==> src/hw/dsc_decode_regs.svh <==
// field positions, class codes and cycle counts of the instruction decoder
// assumes 24-bit program words with the opcode in the top byte
`ifndef DSC_DECODE_REGS_SVH
`define DSC_DECODE_REGS_SVH

`define DSC_WORD_W 24
`define DSC_OPC_HI 23
`define DSC_OPC_LO 16
`define DSC_CLS_HI 23
`define DSC_CLS_LO 20
`define DSC_OPC_ZERO 8'h00
`define DSC_AWB_BIT 16
`define DSC_ACC_BIT 15
`define DSC_BYTE_BIT 14
`define DSC_DEST_BIT 13
`define DSC_BIT_IND_BIT 4
`define DSC_FILE_MAX 13'h1fff
`define DSC_TEN_BIT_LITERAL_BYTE_MAX 10'h0ff
`define DSC_MUL_CODE_MAX 3'h5
`define DSC_DEFAULT_WORKING_REG_IDX 4'h0
`define DSC_W4_IDX 4'h4
`define DSC_W13_IDX 4'hd
`define DSC_W12_IDX 4'hc

`define DSC_CLS_NOP 4'h0
`define DSC_CLS_FILE 4'h1
`define DSC_CLS_LIT 4'h2
`define DSC_CLS_BIT 4'h3
`define DSC_CLS_SKIP 4'h4
`define DSC_CLS_BRC 4'h5
`define DSC_CLS_BRA 4'h6
`define DSC_CLS_DBL 4'h7
`define DSC_CLS_MOVD 4'h8
`define DSC_CLS_TBL 4'h9
`define DSC_CLS_MAC 4'ha
`define DSC_CLS_SQR 4'hb
`define DSC_CLS_ACC 4'hc

`define DSC_CYC_SINGLE 3'h1
`define DSC_CYC_DOUBLE 3'h2
`define DSC_CYC_SKIP1 3'h2
`define DSC_CYC_SKIP2 3'h3
`define DSC_CYC_FLOW 3'h4
`define DSC_CYC_MOVD 3'h2
`define DSC_CYC_TBL 3'h2

`endif

==> src/hw/dsc_decode_pkg.sv <==
// types shared by the instruction decoder and its prefetch field decoder
// assumes nothing beyond a SystemVerilog compiler
package dsc_decode_pkg;

  typedef enum logic [3:0] {
    CLS_NOP, CLS_FILE, CLS_LIT, CLS_BIT, CLS_SKIP, CLS_BRC, CLS_BRA,
    CLS_DBL, CLS_MOVD, CLS_TBL, CLS_MAC, CLS_SQR, CLS_ACC, CLS_ILLEGAL
  } cls_t;

  typedef enum logic {AWB_W13, AWB_W13_IND_POSTINC} awb_t;

  typedef struct packed {
    logic [3:0] base_reg;
    logic signed [3:0] adjust;
    logic indexed;
    logic none;
  } pf_t;

  typedef struct packed {
    logic carry;
    logic digit_carry;
    logic negative;
    logic overflow;
    logic zero;
    logic acc_a_ovf;
    logic acc_b_ovf;
    logic acc_a_sat;
    logic acc_b_sat;
  } flag_upd_t;

  typedef struct packed {
    cls_t cls;
    logic [7:0] opcode;
    logic byte_mode;
    logic [3:0] dest_operand_reg;
    logic dest_to_default_working_reg;
    logic [12:0] file_addr;
    logic [3:0] bit_position_field;
    logic bit_indirect;
    logic [3:0] base_operand_reg;
    logic [9:0] ten_bit_literal;
    logic [22:0] program_addr_literal;
    logic acc_sel;
    logic [3:0] mul_a;
    logic [3:0] mul_b;
    pf_t x_prefetch_addr_sel;
    pf_t y_prefetch_addr_sel;
    logic [3:0] x_prefetch_dest;
    logic [3:0] y_prefetch_dest;
    awb_t acc_writeback_target;
    flag_upd_t flags;
    logic [2:0] cycles;
    logic illegal;
  } dec_t;

endpackage

==> src/hw/dsc_prefetch_field.sv <==
// decodes one 4-bit dual-fetch address field into base, adjust and mode
// assumes the caller picks the register pair through BASE_LO
`timescale 1ns/1ps
`default_nettype none
`include "dsc_decode_regs.svh"

module dsc_prefetch_field #(
  parameter logic [3:0] BASE_LO = 4'h8
) (
  // field in
  input wire logic [3:0] field,
  // decoded out
  output var dsc_decode_pkg::pf_t pf
);
  import dsc_decode_pkg::*;

  // codes 0..6 lower reg, 8..14 upper reg, 7 indexed, 15 none
  wire [2:0] adj_code = field[2:0];
  wire is_indexed = (field == 4'h7);
  wire is_none = (field == 4'hf);
  wire logic signed [3:0] adj_val =
    (adj_code == 3'h1) ? 4'sh2 :
    (adj_code == 3'h2) ? 4'sh4 :
    (adj_code == 3'h3) ? 4'sh6 :
    (adj_code == 3'h4) ? -4'sh6 :
    (adj_code == 3'h5) ? -4'sh4 :
    (adj_code == 3'h6) ? -4'sh2 : 4'sh0;

  assign pf.base_reg = is_indexed ? BASE_LO + 4'h1 : BASE_LO + {3'h0, field[3]};
  assign pf.adjust = (is_indexed || is_none) ? 4'sh0 : adj_val;
  assign pf.indexed = is_indexed;
  assign pf.none = is_none;
endmodule

`default_nettype wire

==> src/hw/dsc_instruction_format_decoder.sv <==
// instruction word format decoder: splits program words into fields,
// joins double-word instructions and paces the instruction cycles
// assumes fetch presents the following word on peek_word, and the
// datapath reports the conditional test of the word being taken
`timescale 1ns/1ps
`default_nettype none
`include "dsc_decode_regs.svh"

module dsc_instruction_format_decoder (
  // clock and reset
  input wire logic clk,
  input wire logic sys_rst,
  input wire logic clk_en,
  // fetch side
  input wire logic fetch_valid,
  input wire logic [23:0] fetch_word,
  input wire logic [23:0] peek_word,
  output logic fetch_ready,
  // execute side
  input wire logic cond_true,
  output logic dec_valid,
  output logic dec_nop,
  output var dsc_decode_pkg::dec_t dec
);
  import dsc_decode_pkg::*;

  typedef enum logic [1:0] {ST_FIRST, ST_SECOND, ST_STALL} state_t;

  state_t state_reg, state_next;
  logic [2:0] stall_cnt_reg, stall_cnt_next;
  logic [23:0] first_word_reg;
  logic dec_valid_reg, dec_nop_reg;
  dec_t dec_reg, dec_next;

  function automatic cls_t classify(input logic [7:0] opc);
    cls_t c;
    c = CLS_ILLEGAL;
    // lone tail word decodes as no-op
    if (opc == `DSC_OPC_ZERO)
      c = CLS_NOP;
    else
      case (opc[7:4])
        `DSC_CLS_NOP: c = CLS_NOP;
        `DSC_CLS_FILE: c = CLS_FILE;
        `DSC_CLS_LIT: c = CLS_LIT;
        `DSC_CLS_BIT: c = CLS_BIT;
        `DSC_CLS_SKIP: c = CLS_SKIP;
        `DSC_CLS_BRC: c = CLS_BRC;
        `DSC_CLS_BRA: c = CLS_BRA;
        `DSC_CLS_DBL: c = CLS_DBL;
        `DSC_CLS_MOVD: c = CLS_MOVD;
        `DSC_CLS_TBL: c = CLS_TBL;
        `DSC_CLS_MAC: c = CLS_MAC;
        `DSC_CLS_SQR: c = CLS_SQR;
        `DSC_CLS_ACC: c = CLS_ACC;
        default: c = CLS_ILLEGAL;
      endcase
    return c;
  endfunction

  // field split of the word being taken
  // opcode top byte
  wire [7:0] opc = fetch_word[`DSC_OPC_HI:`DSC_OPC_LO];
  wire cls_t cls_w = classify(opc);
  wire cls_t cls_first = classify(first_word_reg[`DSC_OPC_HI:`DSC_OPC_LO]);
  wire peek_double = (classify(peek_word[`DSC_OPC_HI:`DSC_OPC_LO]) == CLS_DBL);
  wire take = fetch_valid && fetch_ready;
  wire is_dbl = (cls_w == CLS_DBL);

  // skip length follows skipped word size
  wire [2:0] cycles_single =
    (cls_w == CLS_SKIP && cond_true) ? (peek_double ? `DSC_CYC_SKIP2 : `DSC_CYC_SKIP1) :
    (cls_w == CLS_BRC && cond_true) ? `DSC_CYC_FLOW :
    (cls_w == CLS_BRA) ? `DSC_CYC_FLOW :
    (cls_w == CLS_MOVD) ? `DSC_CYC_MOVD :
    (cls_w == CLS_TBL) ? `DSC_CYC_TBL : `DSC_CYC_SINGLE;

  wire ten_bit_literal_bad = (cls_w == CLS_LIT) && fetch_word[`DSC_BYTE_BIT] &&
    (fetch_word[13:4] > `DSC_TEN_BIT_LITERAL_BYTE_MAX);
  // multiply pair codes above five are unused
  wire mul_bad = (cls_w == CLS_MAC) && (fetch_word[14:12] > `DSC_MUL_CODE_MAX);
  wire [3:0] mul_a_w =
    (fetch_word[14:12] < 3'h3) ? 4'h4 : (fetch_word[14:12] < 3'h5) ? 4'h5 : 4'h6;
  wire [3:0] mul_b_w =
    (fetch_word[14:12] == 3'h0) ? 4'h5 :
    (fetch_word[14:12] == 3'h1 || fetch_word[14:12] == 3'h3) ? 4'h6 : 4'h7;
  wire [3:0] sqr_w = `DSC_W4_IDX + {2'h0, fetch_word[13:12]};
  // second word must carry a zero top byte
  wire second_bad = (fetch_word[`DSC_OPC_HI:`DSC_OPC_LO] != `DSC_OPC_ZERO);
  wire [22:0] addr_dbl = {fetch_word[6:0], first_word_reg[15:0]};
  wire addr_bad = addr_dbl[0];

  pf_t x_pf, y_pf;

  // X side uses W8/W9, Y side W10/W11
  dsc_prefetch_field #(.BASE_LO(4'h8)) x_field (
    .field(fetch_word[11:8]),
    .pf(x_pf)
  );
  dsc_prefetch_field #(.BASE_LO(4'ha)) y_field (
    .field(fetch_word[7:4]),
    .pf(y_pf)
  );

  wire arith = (cls_w == CLS_FILE) || (cls_w == CLS_LIT);
  wire dsp = (cls_w == CLS_MAC) || (cls_w == CLS_SQR) || (cls_w == CLS_ACC);

  always_comb
  begin
    dec_next = '0;
    dec_next.opcode = opc;
    dec_next.cls = cls_w;
    dec_next.byte_mode = fetch_word[`DSC_BYTE_BIT];
    dec_next.dest_to_default_working_reg = (cls_w == CLS_FILE) && fetch_word[`DSC_DEST_BIT];
    dec_next.dest_operand_reg = `DSC_DEFAULT_WORKING_REG_IDX;
    dec_next.file_addr = fetch_word[12:0] & `DSC_FILE_MAX;
    dec_next.bit_position_field = fetch_word[3:0];
    dec_next.bit_indirect = (cls_w == CLS_BIT) && fetch_word[`DSC_BIT_IND_BIT];
    dec_next.base_operand_reg = fetch_word[11:8];
    dec_next.ten_bit_literal = fetch_word[13:4];
    dec_next.acc_sel = fetch_word[`DSC_ACC_BIT];
    dec_next.mul_a = (cls_w == CLS_SQR) ? sqr_w : mul_a_w;
    dec_next.mul_b = (cls_w == CLS_SQR) ? sqr_w : mul_b_w;
    dec_next.x_prefetch_addr_sel = x_pf;
    dec_next.y_prefetch_addr_sel = y_pf;
    dec_next.x_prefetch_dest = `DSC_W4_IDX + {2'h0, fetch_word[3:2]};
    dec_next.y_prefetch_dest = `DSC_W4_IDX + {2'h0, fetch_word[1:0]};
    dec_next.acc_writeback_target = fetch_word[`DSC_AWB_BIT] ? AWB_W13_IND_POSTINC : AWB_W13;
    dec_next.flags = '{arith, arith, arith, arith, arith, dsp, dsp, dsp, dsp};
    dec_next.cycles = cycles_single;
    dec_next.illegal = ten_bit_literal_bad || mul_bad || (cls_w == CLS_ILLEGAL);
    if (state_reg == ST_SECOND)
    begin
      dec_next.opcode = first_word_reg[`DSC_OPC_HI:`DSC_OPC_LO];
      dec_next.cls = cls_first;
      dec_next.flags = '0;
      dec_next.program_addr_literal = addr_dbl;
      dec_next.cycles = `DSC_CYC_DOUBLE;
      dec_next.illegal = second_bad || addr_bad;
    end
  end

  // stalls while extra cycles run as no-ops
  assign fetch_ready = clk_en && (state_reg != ST_STALL);
  assign dec_valid = dec_valid_reg;
  assign dec_nop = dec_nop_reg;
  assign dec = dec_reg;

  always_comb
  begin
    state_next = state_reg;
    stall_cnt_next = stall_cnt_reg;
    unique case (state_reg)
      ST_FIRST:
        if (take && is_dbl)
          state_next = ST_SECOND;
        else if (take && cycles_single != `DSC_CYC_SINGLE)
        begin
          state_next = ST_STALL;
          stall_cnt_next = cycles_single - 3'h1;
        end
      ST_SECOND:
        if (take)
          state_next = ST_FIRST;
      ST_STALL:
      begin
        stall_cnt_next = stall_cnt_reg - 3'h1;
        if (stall_cnt_reg == 3'h1)
          state_next = ST_FIRST;
      end
    endcase
  end

  always_ff @(posedge clk)
    if (sys_rst)
    begin
      state_reg <= ST_FIRST;
      stall_cnt_reg <= 3'h0;
      dec_valid_reg <= 1'b0;
      dec_nop_reg <= 1'b0;
    end
    else if (clk_en)
    begin
      state_reg <= state_next;
      stall_cnt_reg <= stall_cnt_next;
      dec_valid_reg <= take && !(state_reg == ST_FIRST && is_dbl);
      dec_nop_reg <= (state_reg == ST_STALL);
    end

  // data path also cleared by reset, qualified by dec_valid
  always_ff @(posedge clk)
    if (sys_rst)
    begin
      first_word_reg <= 24'h000000;
      dec_reg <= '0;
    end
    else if (clk_en && take)
    begin
      if (state_reg == ST_FIRST && is_dbl)
        first_word_reg <= fetch_word;
      else
        dec_reg <= dec_next;
    end
endmodule

`default_nettype wire

==> config.mk <==
export PLATFORM = sky130hd
export DESIGN_NAME = dsc_instruction_format_decoder
export DESIGN_NICKNAME = d
export VERILOG_FILES = /design/src/hw/dsc_decode_pkg.sv /design/src/hw/dsc_prefetch_field.sv /design/src/hw/dsc_instruction_format_decoder.sv
export VERILOG_INCLUDE_DIRS = /design/src /design/src/hw
export SDC_FILE = /design/constraint.sdc
export NUM_CORES = 1
export LEC_CHECK = 0
export ABC_CLOCK_PERIOD_IN_PS = 5000
export BUFFER_PORTS_ARGS = -buffer_cell sky130_fd_sc_hd__buf_2
export CAP_MARGIN = 20
export CORE_MARGIN = 3
export CORE_UTILIZATION = 45
export DETAILED_ROUTE_END_ITERATION = 12
export MAX_ROUTING_LAYER = met4
export PLACE_DENSITY = 0.8
export SLEW_MARGIN = 20
export SYNTH_ARGS = -nofsm -noshare
export SYNTH_HDL_FRONTEND = slang
export SYNTH_HIERARCHICAL = 1
export SYNTH_SLANG_ARGS = --single-unit
==> constraint.sdc <==
create_clock -name clk -period 5 [get_ports clk]
set_input_delay 1.5 -clock clk [delete_from_list [all_inputs] [get_ports clk]]
set_output_delay 1.5 -clock clk [all_outputs]
set_load 0.01 [all_outputs]
==> results of run 1 <==
worst paths after layout:
kind / slack [ps] / to / start
worst max-delay path: 1590 / fetch_ready / clk_en
worst min register to register: 450 / dec[73] / dec[73]
worst min-delay path: 450 / dec[73] / dec[73]
worst max register to register: 2410 / dec[7] / state_reg[0]
kinds of logic after synthesis:
| kind of cell | share of synthesized area |
|---|---|
| AO/OA/AOI/OAI | 0.1499 |
| multiplexers | 0.01540 |
| buffers and inverters | 0.1158 |
| adder cells (fa/ha/maj) | 0.01658 |
| other | 0.003553 |
| flip-flops | 0.4548 |
| AND/OR/NAND/NOR | 0.2340 |
| XOR/XNOR | 0.009950 |
final cells by class:
type                       count  share of cell area
clock inverter                13             0.03023
tap                          140             0.02748
timing repair buffer         158              0.1272
clock buffer                  19             0.06792
multi-input combinational    449              0.3632
inverter                      12            0.007067
sequential                   120              0.3769
per-layer routing:
layer,up-vias,share of wire,global-route usage
li1,2345,-,-
met1,2204,0.45,0.2799
met2,165,0.46,0.3185
met3,16,0.076,0.05391
met4,0,0.015,0.06097
met5,-,0,-
worst reg2reg max path: cells and delay by family (launching register included):
family          cells  cell delay, ps
simple gates        3            1170
fa+ha+maj           1             300
flops               1             340
compound gates      1             180
buf+inv             2             530
stage by stage:
stage	worst slack [ps]	instances	util	hold WS (ps)
floorplan	1581	675	-	436.6
global placement	1360	879	0.5144	437.5
detailed placement	1360	879	0.5144	441.5
CTS	1581	911	0.5704	449.1
global route	1481	911	0.5704	470.1
finish	1594	911	0.5704	446.3
cells in the final DEF, fill, tap and decap left out, drive strengths merged, types with 4 or more instances in the layout:
master    n
buf     158
nand2   150
dfxtp   120
a21oi    97
nor2     55
nand3    27
clkbuf   19
conb     16
inv      16
a211oi   14
nor3     11
nor2b     8
mux2i     7
ha        7
nand2b    5
nor3b     4
nand3b    4
bufinv    4
o21ai     4
power groups by stage:
stage	sequential [mW]	clock (mW)	combinational, mW
6_report	1.01	1.28	0.254
2_1_floorplan	1.04	0	0.168
3_5_place_dp	1.03	0	0.252
4_1_cts	1.01	1.30	0.254
3_3_place_gp	1.03	0	0.250
5_1_grt	1.01	1.34	0.281
==> report_table.html, run 1 <==
<table>
<tr><th>Metric</th><th>Value</th></tr>
<tr><th colspan="2">Run status</th></tr>
<tr><td>Outcome</td><td>completed</td></tr>
<tr><th colspan="2">Worst hold path</th></tr>
<tr><td>Worst hold path depth</td><td>2</td></tr>
<tr><td>Path category of the worst min-delay check</td><td>reg -&gt; reg</td></tr>
<tr><th colspan="2">Setup path</th></tr>
<tr><td>Library cell appearing most often on the critical path</td><td>sky130_fd_sc_hd__buf_2</td></tr>
<tr><td>Required time of the critical path</td><td>between 3000 and 4000 ps</td></tr>
<tr><td>Number of cells traversed by the worst register-to-register path</td><td>7</td></tr>
<tr><td>Critical Path Stages</td><td>3</td></tr>
<tr><td>Crit start category</td><td>input pin</td></tr>
<tr><td>Classification of the worst setup path</td><td>in -&gt; out</td></tr>
<tr><td>Worst path cell trace</td><td>buf_2 -&gt; nor2b_1 -&gt; buf_2</td></tr>
<tr><td>Biggest cell delay along the critical path</td><td>140 ps</td></tr>
<tr><td>Critical path capture point type</td><td>output pin</td></tr>
<tr><td>Worst path buffer plus inverter count</td><td>2</td></tr>
<tr><td>Cell type group with the largest total delay on the critical path</td><td>buffers and inverters</td></tr>
<tr><td>Arrival time reported for the critical path endpoint</td><td>around 1900 ps</td></tr>
<tr><td>Critical path fanouts, max</td><td>7</td></tr>
<tr><td>Slowest CP cell</td><td>sky130_fd_sc_hd__buf_2</td></tr>
<tr><th colspan="2">Placement</th></tr>
<tr><td>Total half-perimeter wirelength after legalization and detailed placement</td><td>approximately 9000 um</td></tr>
<tr><td>Placed cell area</td><td>5748 sq um</td></tr>
<tr><td>Final estimated routing congestion in global placement</td><td>slightly above 0.8</td></tr>
<tr><td>Count of buffers from port buffering</td><td>151</td></tr>
<tr><th colspan="2">Die</th></tr>
<tr><td>Top-Level Pins</td><td>180</td></tr>
<tr><td>Effective utilization at floorplan</td><td>0.4728</td></tr>
<tr><td>X dimension of the die</td><td>114.3 um</td></tr>
<tr><td>Total die area</td><td>between 10000 and 15000 sq um</td></tr>
<tr><td>Placement row count</td><td>38</td></tr>
<tr><td>Core area</td><td>approximately 11000 sq um</td></tr>
<tr><td>Die outline height</td><td>114.3 um</td></tr>
<tr><th colspan="2">Power and ir drop</th></tr>
<tr><td>Sequential power share</td><td>0.396</td></tr>
<tr><td>Total leakage power</td><td>about 2.7 nW</td></tr>
<tr><td>Combinational fraction of design power</td><td>0.100</td></tr>
<tr><td>Power Density</td><td>399.3 nW/um^2</td></tr>
<tr><td>Total chip power</td><td>2.545 mW</td></tr>
<tr><td>Maximum ir drop on the vdd rail</td><td>around 0.22 mV</td></tr>
<tr><td>Cell Int Power</td><td>just under 2 mW</td></tr>
<tr><td>Sw Share</td><td>0.2456</td></tr>
<tr><td>Switching Power</td><td>624.9 uW</td></tr>
<tr><td>Portion of total power attributed to the clock network</td><td>0.504</td></tr>
<tr><th colspan="2">Synth</th></tr>
<tr><td>Number of enable-type register cells in the synthesized netlist</td><td>0</td></tr>
<tr><td>Cell types occupying the most area after synthesis</td><td>sky130_fd_sc_hd__dfxtp_1 45%, sky130_fd_sc_hd__nand2_1 11%, sky130_fd_sc_hd__a21oi_1 9.2%</td></tr>
<tr><td>Number of different library cells in the post-synthesis netlist</td><td>approximately 50</td></tr>
<tr><td>Top cells by count, synth</td><td>150 x sky130_fd_sc_hd__nand2_1, 120 x sky130_fd_sc_hd__dfxtp_1, 97 x sky130_fd_sc_hd__a21oi_1</td></tr>
<tr><td>Share of the synthesized area in the top cell type</td><td>0.4548</td></tr>
<tr><td>Primary flip-flop cell chosen by synthesis mapping</td><td>sky130_fd_sc_hd__dfxtp_1</td></tr>
<tr><td>Cells after Synth</td><td>approximately 660</td></tr>
<tr><td>Netlist area before placement</td><td>roughly 5300 sq um</td></tr>
<tr><td>Most frequent cell after synthesis</td><td>sky130_fd_sc_hd__nand2_1</td></tr>
<tr><td>Average footprint of a synthesized cell</td><td>around 8.0 sq um</td></tr>
<tr><td>Synthesis-stage register bit count</td><td>between 100 and 150</td></tr>
<tr><td>Sequential element share of the synthesized area</td><td>0.4548</td></tr>
<tr><td>Total number of yosys warnings</td><td>6</td></tr>
<tr><td>Largest area contributor in the synthesized netlist</td><td>sky130_fd_sc_hd__dfxtp_1</td></tr>
<tr><td>Async S/R FF share, synth</td><td>0</td></tr>
<tr><th colspan="2">Clock network</th></tr>
<tr><td>Post-cts sizing count</td><td>0</td></tr>
<tr><td>Total number of clock tree sinks</td><td>between 100 and 150</td></tr>
<tr><td>Maximum number of buffers from clock root to sink</td><td>2</td></tr>
<tr><td>CTS tree</td><td>done</td></tr>
<tr><td>H-tree depth reported by CTS</td><td>4</td></tr>
<tr><td>Post-cts hold buffer count</td><td>0</td></tr>
<tr><td>TritonCTS buffer count</td><td>17</td></tr>
<tr><td>Clock insertion delay at the later pin of the skew report</td><td>roughly 400 ps</td></tr>
<tr><td>CTS Root Buffer Type</td><td>sky130_fd_sc_hd__clkbuf_16</td></tr>
<tr><td>Count of buffers added by post-CTS timing repair for setup</td><td>0</td></tr>
<tr><td>Clock transition at the register clock pins on the worst setup and hold paths after CTS</td><td>60 ps</td></tr>
<tr><th colspan="2">GRT</th></tr>
<tr><td>Overflow after GRT</td><td>0</td></tr>
<tr><td>First-pass GRT wire length</td><td>between 20000 and 25000 um</td></tr>
<tr><td>All-layer global routing usage</td><td>0.2106</td></tr>
<tr><td>Antenna violations before repair</td><td>0</td></tr>
<tr><td>Largest net degree at the start of global routing</td><td>between 90 and 100</td></tr>
<tr><td>Number of global-route vias before repair</td><td>~4200</td></tr>
<tr><th colspan="2">Finish</th></tr>
<tr><td>Footprint of the flip-flops and latches</td><td>about 2400 sq um</td></tr>
<tr><td>Final std cell area, no fill</td><td>around 6400 sq um</td></tr>
<tr><td>Total area of multi-input combinational cells</td><td>approximately 2300 sq um</td></tr>
<tr><td>Number of flip-flops in the largest register</td><td>between 80 and 90</td></tr>
<tr><td># diodes</td><td>0</td></tr>
<tr><td>Share of final-layout standard cells stronger than drive strength 1</td><td>0.2529</td></tr>
<tr><td>Total of fill cells in the finished design</td><td>1009</td></tr>
<tr><td>Growth of design area from synthesis to finish</td><td>20.65%</td></tr>
<tr><td>Net count reported at finish</td><td>between 800 and 900</td></tr>
<tr><th colspan="2">Drt</th></tr>
<tr><td>Vias per Instance</td><td>between 5 and 6</td></tr>
<tr><td>Violation count after the first detailed-routing iteration</td><td>456</td></tr>
<tr><td>Remaining antenna violation count</td><td>0</td></tr>
<tr><td>Via count</td><td>approximately 4700</td></tr>
<tr><td>Iteration count of the initial detailed-routing pass</td><td>5</td></tr>
<tr><td>DRC</td><td>0</td></tr>
<tr><td>Sum of routed wire length over all layers</td><td>13680 um</td></tr>
<tr><td>Post-detailed-route wirelength per cell</td><td>approximately 15 um</td></tr>
<tr><th colspan="2">STA</th></tr>
<tr><td>Number of pins with negative max-slew slack in the final report</td><td>0</td></tr>
<tr><td>Transition time at the pin with the least slew margin</td><td>between 1000 and 1500 ps</td></tr>
<tr><td>Slew HR</td><td>0.2969</td></tr>
<tr><td>Fin. Hold Viols</td><td>0</td></tr>
<tr><td>Minimum period implied by the final worst setup slack</td><td>roughly 3400 ps</td></tr>
<tr><td>Setup violation total in the final timing report</td><td>0</td></tr>
<tr><td>Fin crit share</td><td>0.6813</td></tr>
<tr><td>Post-Route Setup TNS</td><td>0 ps</td></tr>
<tr><td>Unrepaired setup endpoints after global routing</td><td>false</td></tr>
<tr><td>Achievable frequency</td><td>between 0.2 and 0.3 GHz</td></tr>
<tr><td>Worst clock skew</td><td>~9.7 ps</td></tr>
<tr><th colspan="2">Run</th></tr>
<tr><td>Max-capacitance violation count</td><td>0</td></tr>
</table>
Power figures use the tool's default switching activity.
==> inputs of run 2 (changes only) <==
ABC_AREA = 1   (was default)
ABC_CLOCK_PERIOD_IN_PS = 2900   (was 5000)
PLACE_DENSITY = 0.83   (was 0.8)
clock period = 2.9 ns   (was 5 ns; I/O delays follow)
==> run 2 against run 1 <==
  * Clock-buffer cell count increased by 3
  * Critical path depth is 12 higher
  * Via count increased by 3.0%
  * First-iteration DRC count decreased by 30%
  * Die area increased by 0.11%
  * Largest cell class unchanged
  * Largest power group unchanged
==> report_table.html, run 2 <==
<table>
<tr><th>Metric</th><th>Value</th></tr>
<tr><th colspan="2">Clock network</th></tr>
<tr><td>TritonCTS buffer count</td><td>17</td></tr>
<tr><td>Count of buffers added by post-CTS timing repair for setup</td><td>0</td></tr>
<tr><td>CTS tree</td><td>done</td></tr>
<tr><td>Post-cts sizing count</td><td>0</td></tr>
<tr><td>CTS Root Buffer Type</td><td>sky130_fd_sc_hd__clkbuf_16</td></tr>
<tr><td>Clock transition at the register clock pins on the worst setup and hold paths after CTS</td><td>~50 ps</td></tr>
<tr><td>Total number of clock tree sinks</td><td>120</td></tr>
<tr><td>Post-cts hold buffer count</td><td>0</td></tr>
<tr><td>Clock insertion delay at the later pin of the skew report</td><td>about 400 ps</td></tr>
<tr><td>Maximum number of buffers from clock root to sink</td><td>2</td></tr>
<tr><td>H-tree depth reported by CTS</td><td>4</td></tr>
<tr><th colspan="2">Setup path</th></tr>
<tr><td>Worst path cell trace</td><td>buf_2 -&gt; nand2_1 -&gt; nand2_2 -&gt; nor2_1 -&gt; nand2_1 -&gt; nand4_1 -&gt; inv_1 -&gt; ha_1 -&gt; nand3_1 -&gt; nand2_1 -&gt; nand2_1 -&gt; nand2_1 -&gt; nand2_1 -&gt; nand2_1 -&gt; nor2_1</td></tr>
<tr><td>Critical path fanouts, max</td><td>8</td></tr>
<tr><td>Classification of the worst setup path</td><td>in -&gt; reg</td></tr>
<tr><td>Required time of the critical path</td><td>between 3000 and 4000 ps</td></tr>
<tr><td>Slowest CP cell</td><td>sky130_fd_sc_hd__nor2_1</td></tr>
<tr><td>Arrival time reported for the critical path endpoint</td><td>between 2000 and 3000 ps</td></tr>
<tr><td>Critical path capture point type</td><td>flop</td></tr>
<tr><td>Library cell appearing most often on the critical path</td><td>sky130_fd_sc_hd__nand2_1</td></tr>
<tr><td>Crit start category</td><td>input pin</td></tr>
<tr><td>Biggest cell delay along the critical path</td><td>200 ps</td></tr>
<tr><th colspan="2">Finish</th></tr>
<tr><td># diodes</td><td>0</td></tr>
<tr><td>Number of flip-flops in the largest register</td><td>85</td></tr>
<tr><td>Commonest non-fill, non-tap cell in the layout</td><td>sky130_fd_sc_hd__buf_2</td></tr>
<tr><td>Final std cell area, no fill</td><td>6337 sq um</td></tr>
<tr><td>Core Util, Final</td><td>0.5672</td></tr>
<tr><td>Growth of design area from synthesis to finish</td><td>19.82%</td></tr>
<tr><td>Total of fill cells in the finished design</td><td>about 1000</td></tr>
<tr><td>Net count reported at finish</td><td>about 880</td></tr>
<tr><td>Share of final-layout standard cells stronger than drive strength 1</td><td>0.2482</td></tr>
<tr><td>Leading cell types in the layout, fill and taps excluded</td><td>151 x sky130_fd_sc_hd__buf_2, 129 x sky130_fd_sc_hd__nor2_1, 120 x sky130_fd_sc_hd__dfxtp_1, 115 x sky130_fd_sc_hd__nand2_1, 71 x sky130_fd_sc_hd__o21ai_0</td></tr>
<tr><td>Final Non-Filler Cells</td><td>970</td></tr>
<tr><th colspan="2">Synth</th></tr>
<tr><td>Fraction of the mapped netlist area in simple logic gates</td><td>0.2366</td></tr>
<tr><td>Netlist area before placement</td><td>between 5000 and 6000 sq um</td></tr>
<tr><td>Largest area contributor in the synthesized netlist</td><td>sky130_fd_sc_hd__dfxtp_1</td></tr>
<tr><td>Most frequent cell after synthesis</td><td>sky130_fd_sc_hd__nor2_1</td></tr>
<tr><td>Primary flip-flop cell chosen by synthesis mapping</td><td>sky130_fd_sc_hd__dfxtp_1</td></tr>
<tr><td>Synthesis-stage register bit count</td><td>120</td></tr>
<tr><td>Adder-cell area share of the yosys netlist</td><td>0.01656</td></tr>
<tr><td>Share of the synthesized area in compound gates (AO/OA/AOI/OAI)</td><td>0.1469</td></tr>
<tr><td>Number of enable-type register cells in the synthesized netlist</td><td>0</td></tr>
<tr><td>Average footprint of a synthesized cell</td><td>roughly 7.4 sq um</td></tr>
<tr><td>Synthesized-area fraction occupied by xor and xnor cells</td><td>0.003312</td></tr>
<tr><td>Total number of yosys warnings</td><td>6</td></tr>
<tr><td>Number of different library cells in the post-synthesis netlist</td><td>34</td></tr>
<tr><td>Main combinational cell family by area after synthesis</td><td>simple AND/OR/NAND/NOR gates</td></tr>
<tr><td>Async S/R FF share, synth</td><td>0</td></tr>
<tr><td>Multiplexer fraction of the synthesized cell area</td><td>0</td></tr>
<tr><td>Cells after Synth</td><td>~720</td></tr>
<tr><td>Sequential element share of the synthesized area</td><td>0.4542</td></tr>
<tr><td>Share of the synthesized area in the top cell type</td><td>0.4542</td></tr>
<tr><td>Top cells by count, synth</td><td>129 x sky130_fd_sc_hd__nor2_1, 120 x sky130_fd_sc_hd__dfxtp_1, 115 x sky130_fd_sc_hd__nand2_1</td></tr>
<tr><td>Cell types occupying the most area after synthesis</td><td>sky130_fd_sc_hd__dfxtp_1 45%, sky130_fd_sc_hd__nor2_1 9.2%, sky130_fd_sc_hd__nand2_1 8.2%</td></tr>
<tr><th colspan="2">STA</th></tr>
<tr><td>Post-route worst setup slack</td><td>around 640 ps</td></tr>
<tr><td>Minimum period implied by the final worst setup slack</td><td>approximately 2300 ps</td></tr>
<tr><td>Achievable frequency</td><td>0.4429 GHz</td></tr>
<tr><td>Number of pins with negative max-slew slack in the final report</td><td>0</td></tr>
<tr><td>Worst clock skew</td><td>roughly 5.5 ps</td></tr>
<tr><td>Transition time at the pin with the least slew margin</td><td>616.2 ps</td></tr>
<tr><td>Setup violation total in the final timing report</td><td>0</td></tr>
<tr><td>Fin crit share</td><td>0.7786</td></tr>
<tr><td>Unrepaired setup endpoints after global routing</td><td>false</td></tr>
<tr><td>Worst hold slack</td><td>around 460 ps</td></tr>
<tr><td>Fin. Hold Viols</td><td>0</td></tr>
<tr><td>Slew HR</td><td>0.5892</td></tr>
<tr><td>Post-Route Setup TNS</td><td>0 ps</td></tr>
<tr><th colspan="2">Run</th></tr>
<tr><td>Max-capacitance violation count</td><td>0</td></tr>
<tr><th colspan="2">Power and ir drop</th></tr>
<tr><td>Total chip power</td><td>~4.5 mW</td></tr>
<tr><td>Maximum ir drop on the vdd rail</td><td>0.5630 mV</td></tr>
<tr><td>Power Density</td><td>between 700 and 800 nW/um^2</td></tr>
<tr><td>Total leakage power</td><td>roughly 3 nW</td></tr>
<tr><th colspan="2">Placement</th></tr>
<tr><td>Pre-CTS setup slack</td><td>310.1 ps</td></tr>
<tr><td>Final estimated routing congestion in global placement</td><td>between 0.8 and 0.9</td></tr>
<tr><td>Placed cell area</td><td>5781 sq um</td></tr>
<tr><td>Total half-perimeter wirelength after legalization and detailed placement</td><td>between 8000 and 9000 um</td></tr>
<tr><td>Number of placed cells counting well taps</td><td>938</td></tr>
<tr><td>Count of buffers from port buffering</td><td>between 150 and 200</td></tr>
<tr><th colspan="2">Drt</th></tr>
<tr><td>DRC</td><td>0</td></tr>
<tr><td>Remaining antenna violation count</td><td>0</td></tr>
<tr><td>Violation count after the first detailed-routing iteration</td><td>roughly 320</td></tr>
<tr><td>Vias per Instance</td><td>about 5</td></tr>
<tr><td>Via count</td><td>~5000</td></tr>
<tr><td>Iteration count of the initial detailed-routing pass</td><td>5</td></tr>
<tr><td>Sum of routed wire length over all layers</td><td>between 10000 and 15000 um</td></tr>
<tr><td>Post-detailed-route wirelength per cell</td><td>13.63 um</td></tr>
<tr><th colspan="2">GRT</th></tr>
<tr><td>Number of global-route vias before repair</td><td>4195</td></tr>
<tr><td>First-pass GRT wire length</td><td>~21000 um</td></tr>
<tr><td>Overflow after GRT</td><td>0</td></tr>
<tr><td>Largest net degree at the start of global routing</td><td>71</td></tr>
<tr><td>Antenna violations before repair</td><td>0</td></tr>
<tr><td>All-layer global routing usage</td><td>0.2067</td></tr>
<tr><th colspan="2">Die</th></tr>
<tr><td>Core area</td><td>11170 sq um</td></tr>
<tr><td>Top-Level Pins</td><td>180</td></tr>
<tr><td>Effective utilization at floorplan</td><td>0.4733</td></tr>
<tr><td>Total die area</td><td>approximately 13000 sq um</td></tr>
<tr><td>Die outline height</td><td>about 110 um</td></tr>
<tr><td>Placement row count</td><td>38</td></tr>
<tr><td>X dimension of the die</td><td>around 110 um</td></tr>
<tr><th colspan="2">Worst hold path</th></tr>
<tr><td>Path category of the worst min-delay check</td><td>reg -&gt; reg</td></tr>
<tr><th colspan="2">Run status</th></tr>
<tr><td>Outcome</td><td>completed</td></tr>
</table>
==> run 2: cell types whose count changed after synthesis, sizes merged, moves of 6 or more <==
cell,before,now
a211oi,14,1
a21oi,97,56
a31oi,1,12
clkbuf,24,16
inv,12,39
mux2i,7,0
nand2,150,120
nand3,27,38
nor2,55,131
nor2b,8,0
nor3,11,5
o21ai,4,72
==> run 2: logic make-up after synthesis <==
family,after synthesis
and+or+nand+nor,305
AOI/OAI and AO/OA,146
buffers and inverters,132
DFF,120
adders and majority gates,7
other,5
xor gates and xnor gates,2
==> run 2: critical path, delay by kind of cell <==
kind	cells	cell delay, ps
simple gates	12	1310
fa+ha+maj	1	170
buf+inv	2	240
==> run 2: worst paths after layout <==
check	startpoint	to	slack [ps]	cells after the start
setup / recovery	fetch_word[22]	state_reg[1]	640	15
hold / removal	dec[56]	dec[56]	460	2
setup reg to reg	state_reg[0]	dec[60]	750	10
hold reg to reg	dec[56]	dec[56]	460	2
==> run 2: layer usage <==
layer,GRT usage,vias to the layer above,wire [um]
li1,-,2454,-
met5,-,-,0
met1,0.2607,2227,5724
met2,0.3283,169,6504
met4,0.08234,0,222
met3,0.03805,21,766
==> run 2: layout make-up <==
| cell class | instances | area (sq um) | area share |
|---|---|---|---|
| Clock buffer | 22 | 454.2 | 0.07167 |
| Sequential cell | 120 | 2402 | 0.3791 |
| Tap cell | 140 | 175.2 | 0.02764 |
| Inverter | 41 | 153.9 | 0.02428 |
| Clock inverter | 10 | 102.6 | 0.01619 |
| Multi-Input combinational cell | 476 | 2193 | 0.3461 |
| Timing Repair Buffer | 161 | 855.8 | 0.1350 |
==> run 2: power breakdown <==
group | switching [mW] | internal [mW]
clock network | 0.716 | 1.28
registers | 0.0554 | 1.75
logic | 0.465 | 0.245
total | 1.24 | 3.27
